<file path="config.mk">
export PLATFORM = sky130hd
export DESIGN_NAME = uart_core
export DESIGN_NICKNAME = d
export VERILOG_FILES = /design/src/design/uart_pkg.sv /design/src/design/uart_core.sv
export SDC_FILE = /design/constraint.sdc
export NUM_CORES = 1
export LEC_CHECK = 0
export BUFFER_PORTS_ARGS = -buffer_cell sky130_fd_sc_hd__buf_4
export CORE_MARGIN = 5
export CORE_UTILIZATION = 65
export DETAILED_ROUTE_END_ITERATION = 10
export PLACE_DENSITY = 0.87
export SLEW_MARGIN = 20
export SYNTH_ARGS = -nofsm -noshare
export SYNTH_HDL_FRONTEND = slang
export SYNTH_SLANG_ARGS = --single-unit
</file>
<file path="constraint.sdc">
create_clock -name mclk -period 9.43 [get_ports mclk]
set_input_delay 0 -clock mclk [delete_from_list [all_inputs] [get_ports mclk]]
set_output_delay 0 -clock mclk [all_outputs]
set_load 0.005 [all_outputs]
</file>
<file path="src/design/uart_pkg.sv">
package uart_pkg;
	localparam logic [2:0] ADDR_DATA = 3'h0;
	localparam logic [2:0] ADDR_IER = 3'h1;
	localparam logic [2:0] ADDR_IIR = 3'h2;
	localparam logic [2:0] ADDR_LCR = 3'h3;
	localparam logic [2:0] ADDR_MCR = 3'h4;
	localparam logic [2:0] ADDR_LSR = 3'h5;
	localparam logic [2:0] ADDR_MSR = 3'h6;
	localparam logic [2:0] ADDR_SCR = 3'h7;
	localparam int DIVISOR_ACCESS_SELECT_BIT = 7;
	localparam int FCR_EN_BIT = 0;
	localparam int FCR_RXRST_BIT = 1;
	localparam int FCR_TXRST_BIT = 2;
	localparam int FCR_DMA_BIT = 3;
	localparam int IER_RDA_BIT = 0;
	localparam int IER_HOLDING_EMPTY_FLAG_BIT = 1;
	localparam int IER_LS_BIT = 2;
	localparam int IER_MS_BIT = 3;
	localparam logic [7:0] LSR_RESET = 8'h60;
	localparam logic [3:0] IID_NONE = 4'h1;
	localparam logic [3:0] IID_LS = 4'h6;
	localparam logic [3:0] IID_RDA = 4'h4;
	localparam logic [3:0] IID_TO = 4'hC;
	localparam logic [3:0] IID_HOLDING_EMPTY_FLAG = 4'h2;
	localparam logic [3:0] IID_MS = 4'h0;
	localparam logic [7:0] REG_RESET = 8'h00;
	localparam logic [15:0] DIV_RESET = 16'h0000;
	localparam logic [4:0] PIN_IDLE = 5'h1F;
	localparam logic [3:0] TICKS_PER_BIT = 4'hF;
	localparam logic [3:0] HALF_BIT_TICKS = 4'h7;
	localparam logic [4:0] TX_START_TICKS = 5'h10;
	localparam logic [3:0] TEMT_TICKS = 4'h8;
	localparam logic [10:0] TIMEOUT_TICKS = 11'h280;
	localparam logic [10:0] TO_EXTRA_TICKS = 11'h008;
	localparam logic [4:0] TRIG_00 = 5'h01;
	localparam logic [4:0] TRIG_01 = 5'h04;
	localparam logic [4:0] TRIG_10 = 5'h08;
	localparam logic [4:0] TRIG_11 = 5'h0E;
	typedef struct packed {
		logic cs;
		logic rd;
		logic wr;
		logic [2:0] addr;
		logic [7:0] wdata;
	} bus_req_t;
	typedef struct packed {
		logic dcd_n;
		logic ri_n;
		logic dsr_n;
		logic cts_n;
		logic sin;
	} pins_t;
	typedef enum logic [1:0] {
		TX_IDLE = 2'b00,
		TX_WAIT = 2'b01,
		TX_SHIFT = 2'b10,
		TX_STOP = 2'b11
	} tx_state_t;
	typedef enum logic [1:0] {
		RX_IDLE = 2'b00,
		RX_START = 2'b01,
		RX_DATA = 2'b10,
		RX_STOP = 2'b11
	} rx_state_t;
endpackage

</file>
<file path="src/design/uart_core.sv">
`timescale 1ns/100ps
`default_nettype none
module uart_core
	import uart_pkg::*;
#(
	parameter int DEPTH = 16,
	parameter int AW = 4
)
(
	// clock and reset
	input wire logic mclk,
	input wire logic rst_n,
	// host bus
	input wire bus_req_t bus,
	output logic [7:0] data_out,
	output logic data_oe_n,
	// serial and modem pins
	input wire pins_t pins,
	output logic serial_output,
	output logic rts_n,
	output logic dtr_n,
	output logic user_output_one_n,
	output logic user_output_two_n,
	// requests
	output logic host_interrupt_out,
	output logic transmit_dma_request_n,
	output logic receive_dma_request_n
);
	logic [7:0] lcr_r, ier_r, scr_r;
	logic [4:0] mcr_r;
	logic [15:0] div_r;
	logic fifo_en_r, dma_sel_r;
	logic [1:0] trig_sel_r;
	pins_t s1_r, s2_r, s3_r, filt_r;
	logic [15:0] bcnt_r;
	logic tick;
	logic [7:0] tx_mem [DEPTH];
	logic [8:0] rx_mem [DEPTH];
	logic [AW-1:0] tx_wp_r, tx_rp_r, rx_wp_r, rx_rp_r;
	logic [AW:0] tx_cnt_r, rx_cnt_r, cap, trig;
	tx_state_t tx_st_r;
	rx_state_t rx_st_r;
	logic [4:0] twait_r;
	logic [3:0] tph_r, rph_r, tbit_r, rbit_r, nbits;
	logic [8:0] tsh_r;
	logic [7:0] rsh_r;
	logic temt_r, holding_empty_flag_ip_r, oe_r, fe_r, to_ip_r;
	logic [10:0] to_cnt_r;
	logic [3:0] dlt_r, iid;
	logic [3:0] mprev_r;
	logic divisor_access_select, rd_q, wr_q, tx_push, tx_pop, rx_push, rx_pop, fifo_rst_tx, fifo_rst_rx;
	logic rx_fe, ls_pend, rda_pend, mode1, temt_evt;

	// register decode
	assign divisor_access_select = lcr_r[DIVISOR_ACCESS_SELECT_BIT];
	assign rd_q = bus.cs & bus.rd;
	assign wr_q = bus.cs & bus.wr;
	assign nbits = 4'h5 + {2'b00, lcr_r[1:0]};
	assign cap = fifo_en_r ? (AW+1)'(DEPTH) : (AW+1)'(1);
	assign mode1 = fifo_en_r & dma_sel_r;
	assign tx_push = wr_q && bus.addr == ADDR_DATA && !divisor_access_select && tx_cnt_r < cap;
	assign rx_pop = rd_q && bus.addr == ADDR_DATA && !divisor_access_select && rx_cnt_r != '0;
	assign fifo_rst_rx = wr_q && bus.addr == ADDR_IIR && (bus.wdata[FCR_RXRST_BIT] || bus.wdata[FCR_EN_BIT] != fifo_en_r);
	assign fifo_rst_tx = wr_q && bus.addr == ADDR_IIR && (bus.wdata[FCR_TXRST_BIT] || bus.wdata[FCR_EN_BIT] != fifo_en_r);

	always_comb
	begin
		case (trig_sel_r)
			2'b00: trig = (AW+1)'(TRIG_00);
			2'b01: trig = (AW+1)'(TRIG_01);
			2'b10: trig = (AW+1)'(TRIG_10);
			default: trig = (AW+1)'(TRIG_11);
		endcase
	end

	// software registers
	always_ff @(posedge mclk)
	begin
		if (!rst_n)
		begin
			lcr_r <= REG_RESET;
			ier_r <= REG_RESET;
			mcr_r <= REG_RESET[4:0];
			scr_r <= REG_RESET;
			div_r <= DIV_RESET;
			fifo_en_r <= 1'b0;
			dma_sel_r <= 1'b0;
			trig_sel_r <= 2'b00;
		end
		else if (wr_q)
		begin
			case (bus.addr)
				ADDR_DATA:
					if (divisor_access_select)
						div_r[7:0] <= bus.wdata;
				ADDR_IER:
					if (divisor_access_select)
						div_r[15:8] <= bus.wdata;
					else
						ier_r <= {4'h0, bus.wdata[3:0]};
				ADDR_IIR:
				begin
					fifo_en_r <= bus.wdata[FCR_EN_BIT];
					dma_sel_r <= bus.wdata[FCR_DMA_BIT];
					trig_sel_r <= bus.wdata[7:6];
				end
				ADDR_LCR: lcr_r <= bus.wdata;
				ADDR_MCR: mcr_r <= bus.wdata[4:0];
				ADDR_SCR: scr_r <= bus.wdata;
				default: ;
			endcase
		end
	end

	assign dtr_n = ~mcr_r[0];
	assign rts_n = ~mcr_r[1];
	assign user_output_one_n = ~mcr_r[2];
	assign user_output_two_n = ~mcr_r[3];

	// pin synchroniser, a change counts when stages two and three agree
	always_ff @(posedge mclk)
	begin
		if (!rst_n)
		begin
			s1_r <= PIN_IDLE;
			s2_r <= PIN_IDLE;
			s3_r <= PIN_IDLE;
			filt_r <= PIN_IDLE;
		end
		else
		begin
			s1_r <= pins;
			s2_r <= s1_r;
			s3_r <= s2_r;
			filt_r <= (~(s2_r ^ s3_r) & s3_r) | ((s2_r ^ s3_r) & filt_r);
		end
	end

	// baud tick generator
	assign tick = div_r != '0 && bcnt_r >= div_r - 16'h0001;
	always_ff @(posedge mclk)
	begin
		if (!rst_n || tick || div_r == '0)
			bcnt_r <= '0;
		else
			bcnt_r <= bcnt_r + 16'h0001;
	end

	// transmit fifo
	always_ff @(posedge mclk)
	begin
		if (tx_push)
			tx_mem[tx_wp_r] <= bus.wdata;
	end
	always_ff @(posedge mclk)
	begin
		if (!rst_n || fifo_rst_tx)
		begin
			tx_wp_r <= '0;
			tx_rp_r <= '0;
			tx_cnt_r <= '0;
		end
		else
		begin
			if (tx_push)
				tx_wp_r <= tx_wp_r + 1'b1;
			if (tx_pop)
				tx_rp_r <= tx_rp_r + 1'b1;
			tx_cnt_r <= tx_cnt_r + (AW+1)'(tx_push) - (AW+1)'(tx_pop);
		end
	end

	// transmitter
	assign tx_pop = tx_st_r == TX_WAIT && tick && twait_r == TX_START_TICKS - 5'h01 && tx_cnt_r != '0;
	assign temt_evt = tx_st_r == TX_STOP && tick && tph_r == TEMT_TICKS - 4'h1 && tx_cnt_r == '0;
	always_ff @(posedge mclk)
	begin
		if (!rst_n)
		begin
			tx_st_r <= TX_IDLE;
			serial_output <= 1'b1;
			twait_r <= '0;
			tph_r <= '0;
			tbit_r <= '0;
			tsh_r <= '1;
		end
		else
		begin
			case (tx_st_r)
				TX_IDLE:
					if (tx_cnt_r != '0)
					begin
						tx_st_r <= TX_WAIT;
						twait_r <= '0;
					end
				TX_WAIT:
					if (tx_cnt_r == '0)
						tx_st_r <= TX_IDLE;
					else if (tx_pop)
					begin
						tx_st_r <= TX_SHIFT;
						serial_output <= 1'b0;
						tsh_r <= {tx_mem[tx_rp_r], 1'b0};
						tph_r <= '0;
						tbit_r <= '0;
					end
					else if (tick)
						twait_r <= twait_r + 5'h01;
				TX_SHIFT:
					if (tick)
					begin
						tph_r <= tph_r + 4'h1;
						if (tph_r == TICKS_PER_BIT)
						begin
							if (tbit_r == nbits)
							begin
								tx_st_r <= TX_STOP;
								serial_output <= 1'b1;
							end
							else
							begin
								serial_output <= tsh_r[1];
								tsh_r <= {1'b1, tsh_r[8:1]};
								tbit_r <= tbit_r + 4'h1;
							end
						end
					end
				TX_STOP:
					if (tick)
					begin
						tph_r <= tph_r + 4'h1;
						if (tph_r == TICKS_PER_BIT)
						begin
							tx_st_r <= tx_cnt_r != '0 ? TX_WAIT : TX_IDLE;
							twait_r <= TX_START_TICKS - 5'h01;
						end
					end
				default: tx_st_r <= TX_IDLE;
			endcase
		end
	end

	// transmitter empty and holding-empty interrupt
	always_ff @(posedge mclk)
	begin
		if (!rst_n)
			temt_r <= 1'b1;
		else if (temt_evt)
			temt_r <= 1'b1;
		else if (tx_push)
			temt_r <= 1'b0;
	end
	always_ff @(posedge mclk)
	begin
		if (!rst_n)
			holding_empty_flag_ip_r <= 1'b0;
		else if ((tx_pop && tx_cnt_r == (AW+1)'(1)) || temt_evt)
			holding_empty_flag_ip_r <= 1'b1;
		else if (tx_push || (rd_q && bus.addr == ADDR_IIR && iid == IID_HOLDING_EMPTY_FLAG))
			holding_empty_flag_ip_r <= 1'b0;
	end

	// receiver
	always_ff @(posedge mclk)
	begin
		if (!rst_n)
		begin
			rx_st_r <= RX_IDLE;
			rph_r <= '0;
			rbit_r <= '0;
			rsh_r <= '0;
		end
		else
		begin
			case (rx_st_r)
				RX_IDLE:
					if (!filt_r.sin)
					begin
						rx_st_r <= RX_START;
						rph_r <= '0;
					end
				RX_START:
					if (tick)
					begin
						rph_r <= rph_r + 4'h1;
						if (rph_r == HALF_BIT_TICKS)
						begin
							rx_st_r <= filt_r.sin ? RX_IDLE : RX_DATA;
							rph_r <= '0;
							rbit_r <= '0;
						end
					end
				RX_DATA:
					if (tick)
					begin
						rph_r <= rph_r + 4'h1;
						if (rph_r == TICKS_PER_BIT)
						begin
							rsh_r <= {filt_r.sin, rsh_r[7:1]};
							rbit_r <= rbit_r + 4'h1;
							if (rbit_r == nbits - 4'h1)
								rx_st_r <= RX_STOP;
						end
					end
				RX_STOP:
					if (tick)
					begin
						rph_r <= rph_r + 4'h1;
						if (rph_r == TICKS_PER_BIT)
							rx_st_r <= RX_IDLE;
					end
				default: rx_st_r <= RX_IDLE;
			endcase
		end
	end
	assign rx_push = rx_st_r == RX_STOP && tick && rph_r == TICKS_PER_BIT;
	assign rx_fe = ~filt_r.sin;

	// receive fifo
	always_ff @(posedge mclk)
	begin
		if (rx_push && rx_cnt_r < cap)
			rx_mem[rx_wp_r] <= {rx_fe, rsh_r >> (4'h8 - nbits)};
	end
	always_ff @(posedge mclk)
	begin
		if (!rst_n || fifo_rst_rx)
		begin
			rx_wp_r <= '0;
			rx_rp_r <= '0;
			rx_cnt_r <= '0;
		end
		else
		begin
			if (rx_push && rx_cnt_r < cap)
				rx_wp_r <= rx_wp_r + 1'b1;
			if (rx_pop)
				rx_rp_r <= rx_rp_r + 1'b1;
			rx_cnt_r <= rx_cnt_r + (AW+1)'(rx_push && rx_cnt_r < cap) - (AW+1)'(rx_pop);
		end
	end

	// line errors, set wins over the status read
	always_ff @(posedge mclk)
	begin
		if (!rst_n)
		begin
			oe_r <= 1'b0;
			fe_r <= 1'b0;
		end
		else
		begin
			if (rx_push && rx_cnt_r >= cap && !rx_pop)
				oe_r <= 1'b1;
			else if (rd_q && bus.addr == ADDR_LSR)
				oe_r <= 1'b0;
			if (rx_push && rx_fe)
				fe_r <= 1'b1;
			else if (rd_q && bus.addr == ADDR_LSR)
				fe_r <= 1'b0;
		end
	end

	// character timeout
	always_ff @(posedge mclk)
	begin
		if (!rst_n || !fifo_en_r || rx_cnt_r == '0 || rx_push || rx_pop)
		begin
			to_cnt_r <= '0;
			to_ip_r <= 1'b0;
		end
		else if (tick && !to_ip_r)
		begin
			to_cnt_r <= to_cnt_r + 11'h001;
			if (to_cnt_r == TIMEOUT_TICKS + TO_EXTRA_TICKS - 11'h001)
				to_ip_r <= 1'b1;
		end
	end

	// modem status deltas
	always_ff @(posedge mclk)
	begin
		if (!rst_n)
		begin
			mprev_r <= PIN_IDLE[4:1];
			dlt_r <= '0;
		end
		else
		begin
			mprev_r <= filt_r[4:1];
			if (rd_q && bus.addr == ADDR_MSR)
				dlt_r <= '0;
			dlt_r[0] <= (mprev_r[0] ^ filt_r.cts_n) | (dlt_r[0] & !(rd_q && bus.addr == ADDR_MSR));
			dlt_r[1] <= (mprev_r[1] ^ filt_r.dsr_n) | (dlt_r[1] & !(rd_q && bus.addr == ADDR_MSR));
			dlt_r[2] <= (!mprev_r[2] & filt_r.ri_n) | (dlt_r[2] & !(rd_q && bus.addr == ADDR_MSR));
			dlt_r[3] <= (mprev_r[3] ^ filt_r.dcd_n) | (dlt_r[3] & !(rd_q && bus.addr == ADDR_MSR));
		end
	end

	// interrupt priority
	assign ls_pend = ier_r[IER_LS_BIT] & (oe_r | fe_r);
	assign rda_pend = ier_r[IER_RDA_BIT] & (fifo_en_r ? rx_cnt_r >= trig : rx_cnt_r != '0);
	always_comb
	begin
		if (ls_pend)
			iid = IID_LS;
		else if (rda_pend)
			iid = IID_RDA;
		else if (ier_r[IER_RDA_BIT] && to_ip_r)
			iid = IID_TO;
		else if (ier_r[IER_HOLDING_EMPTY_FLAG_BIT] && holding_empty_flag_ip_r)
			iid = IID_HOLDING_EMPTY_FLAG;
		else if (ier_r[IER_MS_BIT] && dlt_r != '0)
			iid = IID_MS;
		else
			iid = IID_NONE;
	end
	always_ff @(posedge mclk)
	begin
		if (!rst_n)
			host_interrupt_out <= 1'b0;
		else
			host_interrupt_out <= iid != IID_NONE;
	end

	// dma requests
	assign receive_dma_request_n = mode1 ? !(rx_cnt_r >= trig || to_ip_r) : rx_cnt_r == '0;
	assign transmit_dma_request_n = mode1 ? tx_cnt_r >= cap : tx_cnt_r != '0;

	// read data
	always_ff @(posedge mclk)
	begin
		if (!rst_n)
		begin
			data_out <= 8'h00;
			data_oe_n <= 1'b1;
		end
		else
		begin
			data_oe_n <= !rd_q;
			if (rd_q)
			begin
				case (bus.addr)
					ADDR_DATA: data_out <= divisor_access_select ? div_r[7:0] : rx_mem[rx_rp_r][7:0];
					ADDR_IER: data_out <= divisor_access_select ? div_r[15:8] : ier_r;
					ADDR_IIR: data_out <= {fifo_en_r, fifo_en_r, 2'b00, iid};
					ADDR_LCR: data_out <= lcr_r;
					ADDR_MCR: data_out <= {3'b000, mcr_r};
					ADDR_LSR: data_out <= {1'b0, temt_r, tx_cnt_r == '0, 1'b0, fe_r, 1'b0, oe_r, rx_cnt_r != '0};
					ADDR_MSR: data_out <= {~filt_r[4:1], dlt_r};
					default: data_out <= scr_r;
				endcase
			end
		end
	end
endmodule
`default_nettype wire

</file>
### Word-level counts from Yosys, hierarchy flattened

Memories as Yosys holds them, arrays and structs flattened. A register that Yosys moved wholly into a read port is not among the register bits.
Index checks and enable logic that the tools add are counted.

* RAM bits: 272
* flip-flop bits (word level): 184
* memories kept: 2
* logic and storage cells: 339

* add/subtract/negate cells: 19
* reductions and logical operators: 91
* bitwise gates (word level): 31
* magnitude comparators: 6
* shifts and indexed selects: 1
* multiplexer cells: 83
* equal/unequal tests: 49

Memory list
* rx_mem: depth 16, bits a word 9, rd ports 1, clocked after memory_dff 1, write ports 1, line uart_core.sv:38 `logic [8:0] rx_mem [DEPTH];`
* tx_mem: depth 16, bits a word 8, rd ports 1, clocked after memory_dff 1, write ports 1, line uart_core.sv:37 `logic [7:0] tx_mem [DEPTH];`

Operators with widths (number)
* 2-to-1 mux 4 bit: 21
* one-hot mux 8 bit (7 select lines): 1
* 2-to-1 mux 9 bit: 5
* 2-to-1 mux 2 bit: 18
* != test 2 bit, second input constant: 18
* 2-to-1 mux 5 bit: 7
* adder 4 x 1 -> 4 bit, second input constant: 8
* logical AND 1 bit: 31
* one-hot mux 4 bit (2 select lines): 3
* one-hot mux 4 bit (3 select lines): 2
* 2-to-1 mux 1 bit: 19
* one-hot mux 9 bit (2 select lines): 1
* adder 16 x 1 -> 16 bit, second input constant: 1
* greater-or-equal comparator 16 bit: 1
* zero test 16 bit: 1
* 2-to-1 mux 8 bit: 2
* one-hot mux 2 bit (4 select lines): 2
* nonzero test 16 bit: 1
* subtractor 16 x 1 -> 16 bit, second input constant: 1
* greater-or-equal comparator 5 bit: 3
* one-hot mux 5 bit (3 select lines): 1
* AND reduction 3 bit: 5
* AND reduction 7 bit: 2
* logical OR 1 bit: 13
* other kinds (49): 113

### Logic depth before layout (Yosys ltp)

* depth in word-level cells: 12
* gate-level depth with buffers: 23

### Worst setup path after synthesis

No wires, ideal clock.

* path kind: register -> register
* start: register div_r[0]
* end: register rx_cnt_r[4]
* setup time: 72 ps
* path buffers: 1
* setup slack: 4969 ps
* period minus slack after synthesis: 4461 ps
* arrival: 4388 ps
* stages on the path, launching flop included: 23
* cells stage by stage: dfxtp_1 inv_1 ha_1 nor3b_2 nand2_1 or4_1 xor2_1 ha_1 nand4_1 nor3_1 a32oi_1 a21boi_1 and2_1 clkbuf_1 inv_1 ha_1 inv_1 ha_1 fa_1 a21oi_1 nor2_1 or3_1 a21oi_1

* word-level cells in the longest chain between the ends: 8
* elaborated cells on any way between the ends: 9

RTL lines
* from (decl): line uart_core.sv:31 `logic [15:0] div_r;`
* from (signal assigned): line uart_core.sv:95 `div_r[7:0] <= bus.wdata;`
* subtractor 16 x 1 -> 16 bit: line uart_core.sv:140 `assign tick = div_r != '0 && bcnt_r >= div_r - 16'h0001;`
* greater-or-equal comparator 16 bit: line uart_core.sv:140
* logical AND 1 bit *: line uart_core.sv:140
* logical AND 1 bit * (2 in a row): line uart_core.sv:316 `assign rx_push = rx_st_r == RX_STOP && tick && rph_r == TICKS_PER_BIT;`
* logical AND 1 bit *: line uart_core.sv:339 `rx_cnt_r <= rx_cnt_r + (AW+1)'(rx_push && rx_cnt_r < cap) - (AW+1)'(rx_pop);`
* adder 5 x 1 -> 5 bit *: line uart_core.sv:339
* subtractor 5 x 1 -> 5 bit *: line uart_core.sv:339
* to (signal assigned): line uart_core.sv:339
* to (decl): line uart_core.sv:40 `logic [AW:0] tx_cnt_r, rx_cnt_r, cap, trig;`

Every way passes the cells marked *; elsewhere a longest branch is shown, timed or not.
A chain may end at the register's enable or synchronous reset.

### Worst setup path after layout

Same ends and word-level chain as after synthesis.

==> impl_metrics.yaml <==
run_status:
  outcome: "finished clean"
clock_network:
  cts_setup_buffers: 0
  cts_tree: "done"
  clock_sinks: 447
  clk_pin_slew_ns: 0.06
  cts-buffers-inserted: 44
  cts_buffer_depth: 3
  cts.htree.levels: 2
  insertion_delay_ns: 0.56
  post_cts_resized: 0
  postCtsHoldBufs: 22
  cts-root-buf: "clkbuf_16"
critical_path:
  slowest_stage: "nor4_1"
  worstSetupStartpointType: "flop"
  crit_fanout: 25
  endpoint: "rx_cnt_r[4]"
  r2r-end: "rx_cnt_r[4]"
  worstSetupPathType: "flop to flop"
  cp_cell_sequence: "nor4_1 > and3_1 > nand2_1 > xor2_1 > ha_1 > nand4_1 > nor3_1 > a32oi_1 > a21boi_2 > buf_4 > and2_1 > inv_1 > ha_1 > inv_1 > ha_1 > fa_1 > a21oi_1 > nor2_1 > or3_1 > a21oi_1"
  cpMostUsedCell: "ha_1"
  max_stage_delay_ns: 0.60
  worstPathRequired_ns: 9.91
  arrival_ns: 5.58
  rrSetupSlack_ns: 4.33
  reg2reg_depth: 20
  startpoint: "div_r[0]"
  timing.rr.start: "div_r[0]"
  critPathCaptureType: "flop"
routing:
  wirelength_um: 47700
  routedWlPerCell_um: 23.7
  drc: 0
  via_per_inst: 6.56
  drt-pass1-iter-count: 8
  drt_iter0_drc: 1963
  vias: 13200
  drtAntennaViolNets: 0
timing:
  setup_tns_ns: 0
  rsz0062_at_grt: "no"
  relSlewSlack_pct: 30.0
  finClkSkew_ns: 0.0240
  fmax_ghz: 0.196
  slew_viol_final: 0
  hold_viol: 0
  tightest_slew_ns: 1.05
  final_min_period_over_clock_period_pct: 54.1
  worst_slack_ns: 4.33
  setup_viol: 0
  fin_crit_ns: 5.10
placed_design:
  port_buffers: 37
  globalplace.congestion: 0.871
  dpl_cell_area_um2: 20100
  dp_hpwl_um: 29100
  place_ws_ns: 4.39
layout:
  area_growth_pct: 11.2
  final_area_um2: 21700
  layout.nets: 1664
  drive_above_1_share_pct: 14.0
  fill_cells: 1811
  n_antenna_cell: 0
global_routing:
  gr-total-overflow: 0
  antenna_found_initial: 0
  grt_max_degree: 72
  grtUsageTotal_pct: 28.3
  grt_pass1_wl_um: 74100
  grt_pass1_vias: 13000
synth:
  synth_top_area_share_pct: 39.3
  synth-edff-count: 256
  yosys_warnings: 0
  yosys.area.top_type: "edfxtp_1"
  synth_area_leaders: "edfxtp_1, dfxtp_1, mux4_2"
  synthMostInstantiatedCell: "edfxtp_1"
  ys_top_cells_by_count: "edfxtp_1, dfxtp_1, nor2_1"
  syn_inst: 1546
  synth_nets: 1629
  yosys.cell_types.count: 71
  yosys_register_bits: 447
  synth.avg_cell_area_um2: 12.6
  ys.flop_type: "edfxtp_1"
  synthesis.area_um2: 19500
  synth-seq-area-share_pct: 58.9
  synth-async-reset-ratio_pct: 0
pwr:
  ir_drop_v: 0.000223
  power_density_nw_per_um2: 184
  leakage_uw: 0.00741
floorplan:
  start_util_pct: 65.9
  chipHeight_um: 183
  die_w_um: 183
  top_level_ports: 38
  fp-row-count: 63
  core_um2: 29600
  die-area_um2: 33600
flow_run:
  drv_cap: 0
min_path:
  min_path_type: "input pin to flop"
## registers in the layout, indices dropped and copies added (netlist names), 8 cells and up, named ones only
name / count
to_cnt_r: 11
lcr_r: 8
bcnt_r: 16
scr_r: 8
data_out: 8
div_r: 16
tx_mem: 128
rsh_r: 8
tsh_r: 8
rx_mem: 128
## critical path: cells and delay by family (launching register included)
family | cells | cell delay, ns
AO/OA/AOI/OAI | 4 | 0.69
adder cells (fa/ha/maj) | 4 | 1.20
AND/OR/NAND/NOR | 8 | 2.15
flip-flops | 1 | 0.35
buffers and inverters | 3 | 0.45
XOR/XNOR | 1 | 0.16
## kinds of logic after synthesis
kind of cell    Yosys count  synth area share (%)
flops                   447                  58.9
mux                     139                  12.6
buf+inv                 127                  2.66
compound gates          188                  5.93
xor+xnor                 68                  3.05
fa+ha+maj                62                  4.05
simple gates            515                  12.8
## layout make-up
class / count / area, µm² / area share (%)
Sequential cell: 447 / 11500 / 53.0
Tap cell: 390 / 488 / 2.24
Clock inverter: 19 / 200 / 0.921
Timing Repair Buffer: 70 / 581 / 2.67
Clock buffer: 63 / 1240 / 5.72
Inverter: 46 / 173 / 0.794
Multi-Input combinational cell: 972 / 7540 / 34.7
## layer usage
| metal | vias up | global-route usage [%] | routed length, µm |
|---|---|---|---|
| li1 | 5710 | - | - |
| met4 | 0 | 9.18 | 1930 |
| met2 | 815 | 48.3 | 23900 |
| met3 | 167 | 4.86 | 4350 |
| met1 | 6467 | 37.2 | 17500 |
| met5 | - | 0 | 0 |
## power by group
part | leakage (µW) | internal [µW] | switching [µW]
combinational | 0.00293 | 62.1 | 104
clock | 0.000710 | 1010 | 750
sequential | 0.00377 | 2060 | 12.4
## through the flow
step                util [%]  total power (µW)  std cells  hold WS (ns)
finish                  73.3              4000       2007        0.0605
global placement        67.6              2250       1903         0.184
global route            73.3              4110       2007        0.0718
CTS                     73.3              4000       2007        0.0330
floorplan                  -              2200       1546        0.0989
detailed placement      67.7              2260       1903         0.187
## cell usage in the layout, fill, tap and decap left out, types with 6 or more instances in the layout
master	Yosys	routed
edfxtp_1	256	256
dfxtp_1	191	188
nor2_1	142	142
nand2_1	126	126
mux4_2	85	85
o21ai_0	61	61
ha_1	60	60
nor2b_1	57	57
a21oi_1	51	51
mux2i_1	49	49
buf_4	3	48
inv_1	45	45
clkbuf_16	0	45
xor2_1	39	39
nand3_1	37	37
nand2b_1	31	31
nor3_1	33	29
xnor2_1	29	29
and3_1	27	27
dlygate4sd3_1	0	22
nand4_1	17	17
a21boi_0	14	14
clkbuf_1	52	13
nor4_1	10	10
clkinv_2	0	10
and2_1	9	9
or3_1	9	9
nor3_2	2	6
a31oi_1	6	6
## how the worst min path moves through the flow
stage,cells after the start,start,end
floorplan,0,bus[0],tx_mem[0][0]
global placement,2,pins[4],s1_r[4]
detailed placement,2,pins[0],s1_r[0]
CTS,4,bus[9],dlt_r[3]
global route,4,bus[9],dlt_r[3]
finish,4,bus[9],dlt_r[3]
Power figures use the tool's default switching activity.
